==> src/hdl/tsb_defines.vh <==
// Purpose: constants for the two-bank time stamp capture buffer
// Assumes: 32-bit Avalon-MM slave, register index = byte address / 4
// Notes: only the low byte of each register word is used
//
// Operation
// - after reset: empty 1, full 0, overwrite 0
// - flag reset trigger restores flags, keeps banks
// - first capture into bank 6, not empty
// - not-empty interrupt when empty flag falls
// - reading bank 6 leaves empty flag cleared
// - second capture into bank 7, full set
// - full interrupt when full flag rises
// - reading bank 7 leaves full flag set
// - overwrite mode: full capture replaces bank 7
// - overwrite interrupt on each capture when full
// - inhibit mode: discard capture, still set overwrite
// - inhibit mode keeps first two captures
// - six-bit count per external event input
// - counter-clear trigger zeroes all event counters, except one whose event comes in that cycle, which loads 1
`ifndef TSB_DEFINES_VH
`define TSB_DEFINES_VH

// -----------------------------------------------------------------------
// register indices (byte address = 4 * index)
// -----------------------------------------------------------------------
`define TSB_IDX_BANK6 8'h60
`define TSB_IDX_BANK7 8'h70
`define TSB_BANK_BYTES 4'hA
`define TSB_IDX_STATUS 8'h40
`define TSB_IDX_BUF_CFG 8'h41
`define TSB_IDX_CMD_CFG 8'h42
`define TSB_IDX_CMD_TRG 8'h43
`define TSB_IDX_EVCNT 8'h44

// -----------------------------------------------------------------------
// field positions
// -----------------------------------------------------------------------
`define TSB_ST_EMPTY 0
`define TSB_ST_FULL 1
`define TSB_ST_OVW 2
`define TSB_CFG_OVW_MODE 0
`define TSB_CFG_EMPTY_IEN 1
`define TSB_CFG_FULL_IEN 2
`define TSB_CFG_OVW_IEN 3
`define TSB_CMD_CAPTURE_EN 0
`define TSB_CMD_CNT_CLR_EN 4
`define TSB_CMD_FLAG_RST_EN 7

// -----------------------------------------------------------------------
// reset values and codes
// -----------------------------------------------------------------------
`define TSB_CLEAR_CODE 8'h90
`define TSB_BUF_CFG_RST 8'h00
`define TSB_CMD_CFG_RST 8'h00
`define TSB_CNT_W 6

// -----------------------------------------------------------------------
// timing: least spacing between command triggers (host side)
// -----------------------------------------------------------------------
`define TSB_TRG_GAP_MS 5
`define TSB_CLK_HZ 25000000

`endif

==> src/hdl/tsb_buffer.v <==
// Purpose: two-bank time stamp capture buffer with status flags,
//          event counters, command trigger and flag interrupts
// Assumes: all inputs but arst_n_i synchronous to clk_sys_i; capture and event
//          inputs are one-cycle pulses
// Notes: Avalon-MM slave answers with one wait cycle per access
`timescale 1ns/1ps
`include "tsb_defines.vh"

module tsb_buffer #(
	parameter N_EVT = 2,
	parameter TS_BYTES = 10
) (
	input wire clk_sys_i,
	input wire arst_n_i,
	input wire [9:0] avs_address_i,
	input wire avs_read_i,
	input wire avs_write_i,
	input wire [31:0] avs_writedata_i,
	input wire [3:0] avs_byteenable_i,
	output reg [31:0] avs_readdata_o,
	output reg avs_waitrequest_o,
	input wire [8*TS_BYTES-1:0] ts_data_i,
	input wire internal_capture_i,
	input wire [N_EVT-1:0] external_event_input_i,
	output reg buffer_empty_flag_o,
	output reg buffer_full_flag_o,
	output reg buffer_overwrite_flag_o,
	output reg irq_not_empty_o,
	output reg irq_full_o,
	output reg irq_overwrite_o
);

	// -------------------------------------------------------------------
	// reset release
	// -------------------------------------------------------------------
	reg rst_meta_n;
	reg rst_n;

	// assert at once, release two edges later
	always @(posedge clk_sys_i or negedge arst_n_i) begin
		if (!arst_n_i) begin
			rst_meta_n <= 1'b0;
			rst_n <= 1'b0;
		end else begin
			rst_meta_n <= 1'b1;
			rst_n <= rst_meta_n;
		end
	end

	// -------------------------------------------------------------------
	// state
	// -------------------------------------------------------------------
	reg [8*TS_BYTES-1:0] bank6;
	reg [8*TS_BYTES-1:0] bank7;
	reg [7:0] buffer_cfg_reg;
	reg [7:0] command_config_reg;
	reg [`TSB_CNT_W*N_EVT-1:0] external_event_counter_reg;

	wire [7:0] reg_idx;
	wire wr_accept;
	wire rd_accept;
	wire trigger;
	wire flag_reset;
	wire cnt_clear;
	wire capture;
	wire overwrite_mode_select;
	wire [7:0] wr_byte;

	assign reg_idx = avs_address_i[9:2];
	// the access completes at the edge where waitrequest is low
	assign wr_accept = avs_write_i & ~avs_waitrequest_o;
	assign rd_accept = avs_read_i & ~avs_waitrequest_o;
	assign wr_byte = avs_writedata_i[7:0];
	// any write to the trigger register with byte 0 enabled fires the command
	assign trigger = wr_accept & avs_byteenable_i[0] & (reg_idx == `TSB_IDX_CMD_TRG);
	assign flag_reset = trigger & command_config_reg[`TSB_CMD_FLAG_RST_EN];
	assign cnt_clear = trigger & command_config_reg[`TSB_CMD_CNT_CLR_EN];
	// every capture source lands in the same buffer
	assign capture = internal_capture_i | (|external_event_input_i) |
		(trigger & command_config_reg[`TSB_CMD_CAPTURE_EN]);
	assign overwrite_mode_select = buffer_cfg_reg[`TSB_CFG_OVW_MODE];

	// -------------------------------------------------------------------
	// bus handshake
	// -------------------------------------------------------------------
	// one wait cycle, then a released cycle; idle holds waitrequest high
	always @(posedge clk_sys_i or negedge rst_n) begin
		if (!rst_n) begin
			avs_waitrequest_o <= 1'b1;
		end else if ((avs_read_i | avs_write_i) & avs_waitrequest_o) begin
			avs_waitrequest_o <= 1'b0;
		end else begin
			avs_waitrequest_o <= 1'b1;
		end
	end

	// -------------------------------------------------------------------
	// configuration registers
	// -------------------------------------------------------------------
	// writes land on the byte 0 lane only
	always @(posedge clk_sys_i or negedge rst_n) begin
		if (!rst_n) begin
			buffer_cfg_reg <= `TSB_BUF_CFG_RST;
			command_config_reg <= `TSB_CMD_CFG_RST;
		end else if (wr_accept & avs_byteenable_i[0]) begin
			if (reg_idx == `TSB_IDX_BUF_CFG) begin
				buffer_cfg_reg <= wr_byte;
			end
			if (reg_idx == `TSB_IDX_CMD_CFG) begin
				command_config_reg <= wr_byte;
			end
		end
	end

	// -------------------------------------------------------------------
	// flag next values
	// -------------------------------------------------------------------
	reg next_empty;
	reg next_full;
	reg next_ovw;
	reg wr_bank6;
	reg wr_bank7;
	reg base_empty;
	reg base_full;
	reg base_ovw;

	// flag reset first, so a capture in the same cycle is not lost
	always @* begin
		base_empty = buffer_empty_flag_o;
		base_full = buffer_full_flag_o;
		base_ovw = buffer_overwrite_flag_o;
		if (flag_reset) begin
			base_empty = 1'b1;
			base_full = 1'b0;
			base_ovw = 1'b0;
		end
		next_empty = base_empty;
		next_full = base_full;
		next_ovw = base_ovw;
		wr_bank6 = 1'b0;
		wr_bank7 = 1'b0;
		if (capture) begin
			if (base_empty) begin
				wr_bank6 = 1'b1;
				next_empty = 1'b0;
			end else if (!base_full) begin
				wr_bank7 = 1'b1;
				next_full = 1'b1;
			end else begin
				// inhibit mode drops the data and keeps both banks
				wr_bank7 = overwrite_mode_select;
				next_ovw = 1'b1;
			end
		end
	end

	// -------------------------------------------------------------------
	// flags and banks
	// -------------------------------------------------------------------
	// bank reads never touch the flags, only captures and a flag reset do
	always @(posedge clk_sys_i or negedge rst_n) begin
		if (!rst_n) begin
			buffer_empty_flag_o <= 1'b1;
			buffer_full_flag_o <= 1'b0;
			buffer_overwrite_flag_o <= 1'b0;
		end else begin
			buffer_empty_flag_o <= next_empty;
			buffer_full_flag_o <= next_full;
			buffer_overwrite_flag_o <= next_ovw;
		end
	end

	// contents stay undefined until a capture writes each bank; no reset needed
	always @(posedge clk_sys_i) begin
		if (wr_bank6) begin
			bank6 <= ts_data_i;
		end
		if (wr_bank7) begin
			bank7 <= ts_data_i;
		end
	end

	// -------------------------------------------------------------------
	// interrupt pulses
	// -------------------------------------------------------------------
	// one pulse per flag event, gated by its enable
	always @(posedge clk_sys_i or negedge rst_n) begin
		if (!rst_n) begin
			irq_not_empty_o <= 1'b0;
			irq_full_o <= 1'b0;
			irq_overwrite_o <= 1'b0;
		end else begin
			irq_not_empty_o <= wr_bank6 & buffer_cfg_reg[`TSB_CFG_EMPTY_IEN];
			irq_full_o <= capture & ~base_empty & ~base_full &
				buffer_cfg_reg[`TSB_CFG_FULL_IEN];
			// fires on every capture in full status, not just the first
			irq_overwrite_o <= capture & ~base_empty & base_full &
				buffer_cfg_reg[`TSB_CFG_OVW_IEN];
		end
	end

	// -------------------------------------------------------------------
	// event counters
	// -------------------------------------------------------------------
	genvar gi;
	generate
		for (gi = 0; gi < N_EVT; gi = gi + 1) begin : g_cnt
			// an event in the clearing cycle counts as one
			always @(posedge clk_sys_i or negedge rst_n) begin
				if (!rst_n) begin
					external_event_counter_reg[`TSB_CNT_W*gi +: `TSB_CNT_W] <= 6'h00;
				end else if (cnt_clear) begin
					external_event_counter_reg[`TSB_CNT_W*gi +: `TSB_CNT_W] <=
						{5'h00, external_event_input_i[gi]};
				end else if (external_event_input_i[gi]) begin
					// wraps from 0x3F back to 0x00
					external_event_counter_reg[`TSB_CNT_W*gi +: `TSB_CNT_W] <=
						external_event_counter_reg[`TSB_CNT_W*gi +: `TSB_CNT_W] +
						6'h01;
				end
			end
		end
	endgenerate

	// -------------------------------------------------------------------
	// read mux
	// -------------------------------------------------------------------
	reg [7:0] rd_byte;
	reg [7:0] b6_off;
	reg [7:0] b7_off;
	reg [7:0] ev_off;

	// unmapped indices and the trigger register read as zero
	always @* begin
		rd_byte = 8'h00;
		b6_off = reg_idx - `TSB_IDX_BANK6;
		b7_off = reg_idx - `TSB_IDX_BANK7;
		ev_off = reg_idx - `TSB_IDX_EVCNT;
		if (reg_idx == `TSB_IDX_STATUS) begin
			rd_byte = {5'h00, buffer_overwrite_flag_o, buffer_full_flag_o,
				buffer_empty_flag_o};
		end else if (reg_idx == `TSB_IDX_BUF_CFG) begin
			rd_byte = buffer_cfg_reg;
		end else if (reg_idx == `TSB_IDX_CMD_CFG) begin
			rd_byte = command_config_reg;
		end else if (reg_idx >= `TSB_IDX_BANK6 &&
			b6_off < {4'h0, `TSB_BANK_BYTES}) begin
			rd_byte = bank6[8*b6_off +: 8];
		end else if (reg_idx >= `TSB_IDX_BANK7 &&
			b7_off < {4'h0, `TSB_BANK_BYTES}) begin
			rd_byte = bank7[8*b7_off +: 8];
		end else if (reg_idx >= `TSB_IDX_EVCNT && ev_off < N_EVT) begin
			rd_byte = {2'h0, external_event_counter_reg[`TSB_CNT_W*ev_off +: `TSB_CNT_W]};
		end
	end

	// data registered in the wait cycle, stands in the released cycle only;
	// back to zero once the master has sampled it, so stale data never lingers
	always @(posedge clk_sys_i or negedge rst_n) begin
		if (!rst_n) begin
			avs_readdata_o <= 32'h00000000;
		end else if (avs_read_i & avs_waitrequest_o) begin
			avs_readdata_o <= {24'h000000, rd_byte};
		end else begin
			avs_readdata_o <= 32'h00000000;
		end
	end

endmodule // tsb_buffer

==> config.mk <==
export PLATFORM = sky130hd
export DESIGN_NAME = tsb_buffer
export DESIGN_NICKNAME = d
export VERILOG_FILES = /design/src/hdl/tsb_buffer.v
export VERILOG_INCLUDE_DIRS = /design/src /design/src/hdl
export SDC_FILE = /design/constraint.sdc
export NUM_CORES = 1
export LEC_CHECK = 0
export BUFFER_PORTS_ARGS = -buffer_cell sky130_fd_sc_hd__buf_2
export CAP_MARGIN = 20
export CORE_AREA = 8 8 144 146
export DETAILED_ROUTE_END_ITERATION = 16
export DIE_AREA = 0 0 152 154
export GPL_TIMING_DRIVEN = 0
export HOLD_SLACK_MARGIN = 0.12
export PLACE_DENSITY = 0.81
export SLEW_MARGIN = 5
export SYNTH_ARGS = -nofsm -noshare
export SYNTH_HDL_FRONTEND = slang
export SYNTH_SLANG_ARGS = --single-unit
==> constraint.sdc <==
create_clock -name clk_sys_i -period 1.6 [get_ports clk_sys_i]
set_input_delay 0.24 -clock clk_sys_i [delete_from_list [all_inputs] [get_ports clk_sys_i]]
set_output_delay 0.24 -clock clk_sys_i [all_outputs]
set_load 0.01 [all_outputs]
# Word level (Yosys, flattened, before mapping)
# Cells that the tools add are included.
# op_classes
addsub,5
mul,1
magnitude_cmp,6
eq_ne,4
shift,3
muxes,26
n_bitwise,20
reduce_logical,8
# ops
cell,n
80-bit by 12-bit indexed part select with 8-bit output,2
8-bit two-way mux,6
"8-bit by 7-bit == test with 1-bit output, second input constant",4
6-bit two-way mux,5
"8-bit by 7-bit greater-or-equal comparator with 1-bit output, second input constant",3
"8-bit by 7-bit subtractor with 8-bit output, second input constant",3
"8-bit by 4-bit less-than comparator with 1-bit output, second input constant",2
1-bit two-way mux,15
1-bit bitwise AND,14
"6-bit by 1-bit adder with 6-bit output, second input constant",2
12-bit by 12-bit indexed part select with 6-bit output,1
"2-bit by 8-bit multiplier with 10-bit output, first input constant",1
"8-bit by 2-bit less-than comparator with 1-bit output, second input constant",1
2-bit AND reduction,2
2-bit nonzero test,2
1-bit logical AND,3
1-bit NOT,3
1-bit bitwise OR,3
2-bit OR reduction,1
# totals
regBits,229
in_bits,133
output_inout_bits,39
wordCells,89

# Longest topological paths before layout
# Gate-level depths: netlist (run 1).
# depth
ltp_word,10
ltp_mapped,9
depth_no_buf,7

# Worst setup path after synthesis (run 1)
# OpenSTA, ideal clock, no wires.
# synth_timing
path_kind,input port to flip-flop
from,in avs_address_i[5]
to,reg bank6[0] (enable)
setup_time_ps,520
t_arrival_ps,4586
t_required_ps,1080
slack_ps,-3506
stages,6
n_path_buf,2
cell_sequence,buf_2 > nor4b_2 > and3_1 > buf_2 > a31oi_1 > nor2_1
# synth_via
elab_chain_len,6
word_cells_on_any_way,8
cone_classes,eq/ne (1); mux (3); bitwise (4)
# synth_lines
element,line,text
"start, declared",tsb_buffer.v:15,"input wire [9:0] avs_address_i,"
8-bit by 7-bit == test with 1-bit output (no source line) *,n/a,
1-bit bitwise AND *,tsb_buffer.v:75,assign trigger = wr_accept & avs_byteenable_i[0] & (reg_idx == `TSB_IDX_CMD_TRG);
1-bit bitwise AND,tsb_buffer.v:76,assign flag_reset = trigger & command_config_reg[`TSB_CMD_FLAG_RST_EN];
1-bit two-way mux,tsb_buffer.v:132,if (flag_reset) begin
1-bit two-way mux,tsb_buffer.v:143,if (base_empty) begin
1-bit two-way mux *,tsb_buffer.v:142,if (capture) begin
named net wr_bank6,tsb_buffer.v:121,reg wr_bank6;
"end signal, assigned",tsb_buffer.v:176,bank6 <= ts_data_i;
"end, declared",tsb_buffer.v:53,reg [8*TS_BYTES-1:0] bank6;
# Mark *: on every way through the listed nets, which the timed path passes. The rest lies on a longest branch.
# A chain may end at the register's enable or synchronous reset.

# Worst setup path after layout (run 1)
# layout_timing
from,reg avs_waitrequest_o
to,reg bank7[64] (enable)
# layout_via
elab_chain_len,9
word_cells_on_any_way,12
cone_classes,mux (5); bitwise (7)
# layout_lines
element,line,text
"start, declared",tsb_buffer.v:21,"output reg avs_waitrequest_o,"
"start signal, assigned",tsb_buffer.v:89,avs_waitrequest_o <= 1'b1;
"start signal, assigned",tsb_buffer.v:91,avs_waitrequest_o <= 1'b0;
"start signal, assigned",tsb_buffer.v:93,avs_waitrequest_o <= 1'b1;
1-bit NOT *,n/a,
1-bit bitwise AND *,tsb_buffer.v:71,assign wr_accept = avs_write_i & ~avs_waitrequest_o;
1-bit bitwise AND * (2 in series),tsb_buffer.v:75,
1-bit bitwise AND,tsb_buffer.v:76,
1-bit two-way mux,tsb_buffer.v:132,
1-bit two-way mux,tsb_buffer.v:146,end else if (!base_full) begin
1-bit two-way mux,tsb_buffer.v:143,
1-bit two-way mux *,tsb_buffer.v:142,
"end signal, assigned",tsb_buffer.v:179,bank7 <= ts_data_i;
"end, declared",tsb_buffer.v:54,reg [8*TS_BYTES-1:0] bank7;
# Mark *: on every way between the ends. The rest lies on a longest branch, timed or not.

==> metrics.md, run 1 <==
| Metric | Value |
|---|---|
| Outcome | complete, but fails checks |
| Failing checks | setup timing |
| Average detailed-routed wire length per instance | between 20 and 25 um |
| Share of async-settable or async-resettable flops after synthesis | 0.220 |
| End of the worst hold path | external_event_counter_reg[2] |
| All-Layer GR Usage | 0.230 |
| Smallest setup slack after layout | -0.552 ns |
| Critical Path Source Type | register |
| Count of filler cells inserted in the layout | between 1000 and 1500 |
| Reported leakage power | around 0.0049 uW |
| GRT overflow | 0 |
| Total clock buffers created by CTS | 22 |
| Clock Root Buffer | clkbuf_16 |
| Number of buffers added on ports | between 100 and 150 |
| RSZ-0062 raised after global routing | yes |
| Register share of total power | 0.490 |
| Max FO, Critical Path | 5 |
| Fin. Hold Viols | 0 |
| Count of unresolved DRC violations after routing | 0 |
| H-tree level count | 1 |
| Pin count of the biggest net entering global routing | 26 |
| Crit share post-route | 1.34 |
| Register-to-Register Path Depth | 7 |
| Path type of the worst setup path | reg2reg |
| Area of all placed cells without fillers | between 0.01 and 0.015 sq mm |
| Worst-case clock buffer depth | 3 |
| Clock tree from TritonCTS | done |
| Core Box Area | ~0.018 sq mm |
| Final critical path time including I/O delays and setup | about 2.2 ns |
| Final Slew Violations | 0 |
| Number of standard-cell rows in the floorplan | 50 |
| Clock sink count | slightly above 200 |
| Drt first-iter violations | 575 |
| Worst hold path type | in2reg |
| End-of-flow core utilization | 0.686 |
| Reg2reg start | avs_waitrequest_o |
| Data arrival time of the critical path | 2.36 ns |
| Die Y | between 150 and 200 um |
| First-pass GRT wire length | between 40000 and 50000 um |
| Post-synthesis sequential element count | 205 |
| Placed cell area | around 0.010 sq mm |
| Required time of the critical path | between 1.5 and 2 ns |
| PwrDens | between 900 and 1000 mW/mm^2 |
| Worst VDD drop | ~930 uV |
| Pre-CTS worst setup slack | -1.39 ns |
| Weighted congestion reported at the end of routability-driven placement | 0.902 |
| Cell internal power dissipation | between 9000 and 10000 uW |
| Clk_lat worst skew | approximately 0.53 ns |
| Wire length after detailed routing | around 27000 um |
| Number of antenna violations at the first check in global routing | 2 |
| Count of maximum capacitance violations | 0 |
| Die width | 152 um |
| F_max | between 0.4 and 0.5 GHz |
| Net Sw Frac | 0.242 |
| Sequential element share of the synthesized area | 0.666 |
| Via-to-Cell Ratio | slightly below 6 |
| Hold_ws | ~0.15 ns |
| Cell count after synthesis | 550 |
| Reg2reg end | bank7[64] |
| Most used flip-flop cell after synthesis | edfxtp_1 |
| Startpoint of the lowest-slack hold path | external_event_input_i[0] |
| Number of enable flip-flop cells after synthesis | between 150 and 200 |
| Yosys warnings | 0 |
| Register-to-Register Setup Slack | -0.55 ns |
| Starting utilization of the core area | 0.483 |
| Vias after detailed routing | 6467 |
| Clock transition at the registers of the reported paths | 0.06 ns |
| Comb power frac | 0.119 |
| Switching power | around 3000 uW |
| Die footprint | approximately 0.023 sq mm |
| DR pass1 iterations | 5 |
| Least-Margin Pin Slew | 0.677 ns |
| Count of final setup violators | 199 |
| Critical path capture point type | register |
| Number of different library cells in the post-synthesis netlist | 64 |
| Max transition margin | 0.543 |
| Layout Nets | roughly 1000 |
| Number of global-route vias before repair | 6900 |
| Area overhead of the layout relative to synthesis | 42.0% |
| Share of cells above drive strength 1 | 0.412 |
| Detail Placement HPWL | approximately 14000 um |
| Number of antenna-violating nets in the routed design | 0 |
| Cell Area, Synth | between 0.008 and 0.009 sq mm |
| Per-instance average area after synthesis | around 16 sq um |
| Clock Power Share | 0.391 |
| Fin Clk Skew | about 0.033 ns |
| Worst Hold Depth | 4 |
| Top-Level Pins | between 150 and 200 |
worst max-delay path by stage:
stage / start / endpoint / slack, ns
5_1_grt: avs_waitrequest_o / bank6[79] / -0.57
3_3_place_gp: avs_address_i[9] / bank6[51] / -1.88
4_1_cts: avs_waitrequest_o / bank7[65] / -0.53
2_1_floorplan: avs_address_i[5] / bank6[0] / -1.07
3_5_place_dp: avs_waitrequest_o / bank7[39] / -1.39
6_report: avs_waitrequest_o / bank7[64] / -0.55
metrics by stage:
step | total power (uW) | instances | setup TNS, ns
floorplan | 6950 | 573 | -167.46
global placement | 7320 | 923 | -279.73
detailed placement | 7370 | 927 | -166.19
CTS | 12400 | 1104 | -77.83
global route | 12900 | 1105 | -89.73
finish | 12500 | 1106 | -81.26
placed cells by master (no fill, tap or decap), types with 14 or more instances in the layout:
cell / count
mux4_2: 29
buf_2: 122
buf_4: 36
nor2_1: 26
edfxtp_1: 160
dlygate4sd3_1: 96
a21oi_1: 14
o21a_4: 16
mux2_2: 29
nand2_1: 21
conb_1: 25
clkbuf_16: 24
dfrtp_1: 41
synth_stat cells, drive strengths merged (3+ instances only):
| master | number | area [sq um] |
|---|---|---|
| a31oi | 3 | 18.8 |
| xor2 | 7 | 61.3 |
| mux2i | 20 | 200 |
| o211ai | 4 | 35.0 |
| a211oi | 5 | 37.5 |
| nand4 | 6 | 43.8 |
| and2 | 5 | 31.3 |
| nor3 | 9 | 45.0 |
| mux4 | 31 | 724 |
| inv | 6 | 22.5 |
| clkbuf | 6 | 22.5 |
| mux2 | 33 | 372 |
| and3b | 4 | 35.0 |
| o21ai | 16 | 80.1 |
| buf | 43 | 324 |
| a221oi | 4 | 35.0 |
| nor2b | 6 | 37.5 |
| a21oi | 17 | 88.8 |
| nand3 | 7 | 35.0 |
| edfxtp | 160 | 4800 |
| o22ai | 6 | 37.5 |
| xnor2 | 4 | 35.0 |
| nand2b | 5 | 31.3 |
| dfrtp | 43 | 1080 |
| nor2 | 28 | 105 |
| ha | 9 | 113 |
| and3 | 5 | 31.3 |
| nand2 | 24 | 92.6 |
critical path: stages (launching register included):
cell and delay (ns):
dfstp_2 0.53, and3b_2 0.22, and3_4 0.15, buf_6 0.13, a31oi_4 0.13, nor2b_4 0.27
buf_6 0.20, o21a_4 0.22
layer usage:
layer / up-vias / GRT usage / part of all wire
met5: - / 0 / 0
met4: 0 / 0.0857 / 0.043
met3: 88 / 0.0544 / 0.093
met2: 460 / 0.406 / 0.50
met1: 3163 / 0.269 / 0.36
li1: 2756 / - / -
area by class of cell:
class / instances / area (sq um) / share of cell area
sequential: 205 / 5940 / 0.469
tap: 234 / 293 / 0.0231
timing repair buffer: 244 / 2060 / 0.163
clock buffer: 30 / 633 / 0.0500
clock inverter: 8 / 63.8 / 0.00504
buffer: 48 / 385 / 0.0305
multi-input combinational: 328 / 3230 / 0.255
inverter: 6 / 40.0 / 0.00316
antenna: 3 / 7.51 / 0.000593
cells by family after synthesis:
| logic type | synth area share |
|---|---|
| compound gates | 0.0579 |
| xor+xnor | 0.0108 |
| fa+ha+maj | 0.0126 |
| buf+inv | 0.0414 |
| flops | 0.666 |
| mux | 0.145 |
| other cells | 0.000843 |
| simple gates | 0.0650 |
power groups by stage:
stage               registers, uW  clock network [uW]  logic (uW)
finish                       6140                4890        1490
floorplan                    6190                   0         754
global route                 6170                5120        1600
detailed placement           6240                   0        1130
CTS                          6140                4840        1420
global placement             6250                   0        1070
timing repair:
item,in CTS,in global routing
pin swaps,12,9
endpoints found under the setup margin,198,201
cloned,22,0
gates resized for setup,62,34
buffers inserted,22,2
hold buffers,96,0
endpoints found under the hold margin,184,0
Note: power is estimated with default switching activity, not from simulation.
==> run 2: changes to the inputs <==
--- a/config.mk
+++ b/config.mk
@@ -8,12 +8,12 @@
 export LEC_CHECK = 0
 export BUFFER_PORTS_ARGS = -buffer_cell sky130_fd_sc_hd__buf_2
 export CAP_MARGIN = 20
-export CORE_AREA = 8 8 144 146
+export CORE_AREA = 8 8 137 139
 export DETAILED_ROUTE_END_ITERATION = 16
-export DIE_AREA = 0 0 152 154
+export DIE_AREA = 0 0 145 147
 export GPL_TIMING_DRIVEN = 0
 export HOLD_SLACK_MARGIN = 0.12
-export PLACE_DENSITY = 0.81
+export PLACE_DENSITY = 0.88
 export SLEW_MARGIN = 5
 export SYNTH_ARGS = -nofsm -noshare
 export SYNTH_HDL_FRONTEND = slang
==> run 2 against run 1 <==
Compared with the run above:
- the run still ends with setup timing left
- critical endpoint is now bank7[6]
- global-route usage increased by 0.59 points
- flip-flop and latch count unchanged
- clock power increased by 3%
- cell count decreased by 0.63%
- clock skew decreased by 0.023 ns
- power increased by 1.4%
- wire length increased by 0.97%
- highest routed layer unchanged
- worst setup slack improved by 0.093 ns
- via count increased by 1.1%
==> metrics.md, run 2 (synthesis results as in run 1) <==
| Metric | Value |
|---|---|
| Outcome | complete, but fails checks (unchanged) |
| Failing checks | setup timing (unchanged) |
| Clock Root Buffer | clkbuf_16 (unchanged) |
| Crit path from | avs_waitrequest_o (unchanged) |
| GRT overflow | 0 (unchanged) |
| Comb power frac | 0.120 (was 0.119) |
| F_max | 0.486 GHz (was 0.465 GHz) |
| Worst VDD drop | 944 uV (was 930 uV) |
| Commonest non-fill, non-tap cell in the layout | edfxtp_1 (unchanged) |
| Fin. Hold Viols | 0 (unchanged) |
| Top-Level Pins | 172 (unchanged) |
| Number of buffers added on ports | 116 (unchanged) |
| Required time of the critical path | 1.80 ns (was 1.81 ns) |
| Via-to-Cell Ratio | 5.95 (was 5.85) |
| Clk_lat worst skew | 0.50 ns (was 0.53 ns) |
| Average detailed-routed wire length per instance | 25.2 um (was 24.8 um) |
| Layout Nets | 999 (was 997) |
| Detail Placement HPWL | 14800 um (was 14400 um) |
| Reported leakage power | 0.00489 uW (was 0.00491 uW) |
| Clock transition at the registers of the reported paths | 0.07 ns (was 0.06 ns) |
| Worst hold path type | reg2async (was in2reg) |
| Detailed-routed wire length on met2 | 13700 um (about the same) |
| RSZ-0062 raised after global routing | yes (unchanged) |
| Number of global-route vias before repair | 6668 (was 6900) |
| Net Sw Frac | 0.238 (was 0.242) |
| Register-to-Register Path Depth | 7 (unchanged) |
| Die width | 145 um (was 152 um) |
| Core Box Area | 0.0168 sq mm (was 0.0185 sq mm) |
| Hold_ws | 0.121 ns (was 0.150 ns) |
| Register-to-Register Setup Slack | -0.46 ns (was -0.55 ns) |
| Max transition margin | 0.523 (was 0.543) |
| Register share of total power | 0.483 (was 0.490) |
| Smallest setup slack after layout | -0.459 ns (was -0.552 ns) |
| Summed negative setup slack over all endpoints | -63.81 ns (was -81.26 ns) |
| Area overhead of the layout relative to synthesis | 41.4% (was 42.0%) |
| Max FO, Critical Path | 7 (was 5) |
| Number of antenna-violating nets in the routed design | 0 (unchanged) |
| Critical path capture point type | register (unchanged) |
| Least-Margin Pin Slew | 0.705 ns (was 0.677 ns) |
| Slowest library cell on the worst path | dfstp_2 (unchanged) |
| Highest metal layer with signal wires | met4 (unchanged) |
| Number of standard-cell rows in the floorplan | 48 (was 50) |
| Share of cells above drive strength 1 | 0.409 (was 0.412) |
| Reg2reg start | avs_waitrequest_o (unchanged) |
| DR pass1 iterations | 5 (unchanged) |
| Weighted congestion reported at the end of routability-driven placement | 0.941 (was 0.902) |
| PwrDens | 1010 mW/mm^2 (was 989 mW/mm^2) |
| Clock sink count | 205 (unchanged) |
| Fin Clk Skew | 0.0105 ns (was 0.0332 ns) |
| First-pass GRT wire length | 38900 um (was 41300 um) |
| Area of all placed cells without fillers | 0.0126 sq mm (was 0.0127 sq mm) |
| Wire length on met3 | 2900 um (was 2550 um) |
| Path type of the worst setup path | reg2reg (unchanged) |
| Pin count of the biggest net entering global routing | 37 (was 26) |
| Post-Route M1 WL | 10200 um (was 10000 um) |
| Clock Power Share | 0.397 (was 0.391) |
| Count of maximum capacitance violations | 0 (unchanged) |
| Count of unresolved DRC violations after routing | 0 (unchanged) |
| Pre-CTS worst setup slack | -1.42 ns (was -1.39 ns) |
| Count of final setup violators | 189 (was 199) |
| Commonest cells after routing, fill and taps aside | edfxtp_1, buf_2, dlygate4sd3_1, dfrtp_1, buf_4 (unchanged) |
| Clock tree from TritonCTS | done (unchanged) |
| Total clock buffers created by CTS | 22 (unchanged) |
| Placed cell area | 0.0101 sq mm (about the same) |
| Vias after detailed routing | 6535 (was 6467) |
| Crit-path max cell delay | 0.52 ns (was 0.53 ns) |
| All-Layer GR Usage | 0.236 (was 0.230) |
| Crit share post-route | 1.29 (was 1.34) |
| Critical Path Source Type | register (unchanged) |
| Data arrival time of the critical path | 2.26 ns (was 2.36 ns) |
| Number of antenna violations at the first check in global routing | 0 (was 2) |
| Final Slew Violations | 0 (unchanged) |
| Worst-case clock buffer depth | 3 (unchanged) |
| Drt first-iter violations | 707 (was 575) |
| Critical Path, Cell by Cell | and3b_1, and3_4, a31oi_4, nor2b_4, buf_6, buf_12, o21a_4 (was and3b_2, and3_4, buf_6, a31oi_4, nor2b_4, buf_6, o21a_4) |
| Die footprint | 0.0213 sq mm (was 0.0234 sq mm) |
| Die Y | 147 um (was 154 um) |
| Final critical path time including I/O delays and setup | 2.06 ns (was 2.15 ns) |
| H-tree level count | 1 (unchanged) |
| Wire length after detailed routing | 27700 um (was 27500 um) |
| Switching power | 3030 uW (about the same) |
| Starting utilization of the core area | 0.532 (was 0.483) |
| Cell internal power dissipation | 9670 uW (was 9490 uW) |
[run 2: cell count changes in the layout (fill, tap and decap cells not counted), sizes merged, moves of 2 or more]
cell,change
buf,-3
clkbuf,+8
diode,-2
bufbuf,-2
clkinv,-4
[run 2: metrics by stage]
| step | util | power (uW) | cells |
|---|---|---|---|
| after floorplan | - | 6950 | 573 |
| after global placement | 0.596 | 7310 | 914 |
| after detailed placement | 0.600 | 7390 | 917 |
| after CTS | 0.726 | 12600 | 1080 |
| after global routing | 0.752 | 13100 | 1098 |
| final | 0.752 | 12700 | 1099 |
[run 2: cell type report]
type                    count  area (sq um)
plain buffers              48           379
multi-input cells         330          3210
diodes                      1          2.50
inverters                   6          42.5
flip-flops and latches    205          5940
well taps                 225           282
clock inverters             7          68.8
fillers                   925          4160
clock buffers              33           643
repair buffers            244          2030
[run 2: path summary, 6_finish.rpt]
path                                                  to
max                                             bank7[6]
min                        external_event_counter_reg[9]
max reg2reg                                     bank7[6]
min reg2reg                external_event_counter_reg[9]
max in group asynchronous                          rst_n
min in group clk_sys_i     external_event_counter_reg[2]
[run 2: repair_timing]
| action | CTS | global route |
|---|---|---|
| cloned | 17 | 7 |
| endpoints found under the hold margin | 182 | 0 |
| hold buffers | 96 | 0 |
| endpoints found under the setup margin | 199 | 189 |
| buffers inserted | 11 | 11 |
| pin swaps | 6 | 10 |
| resized for setup | 35 | 47 |
[run 2: power groups by stage]
stage	Clock (uW)	Sequential (uW)	Combinational (uW)
after floorplan	0	6190	754
after global placement	0	6240	1070
after detailed placement	0	6230	1160
after CTS	5010	6130	1420
after global routing	5270	6150	1640
final	5040	6130	1520
[run 2: worst max-delay path, delay by kind of cell, from the launching register on]
family / cells / cell delay (ns)
buffers and inverters: 2 / 0.26
AND/OR/NAND/NOR: 3 / 0.61
AO/OA/AOI/OAI: 2 / 0.36
flip-flops: 1 / 0.52
[run 2: per-layer routing]
| metal | up-vias | track usage |
|---|---|---|
| met3 | 79 | 0.0581 |
| met1 | 3225 | 0.291 |
| met5 | - | 0 |
| li1 | 2752 | - |
| met2 | 479 | 0.402 |
| met4 | 0 | 0.0747 |
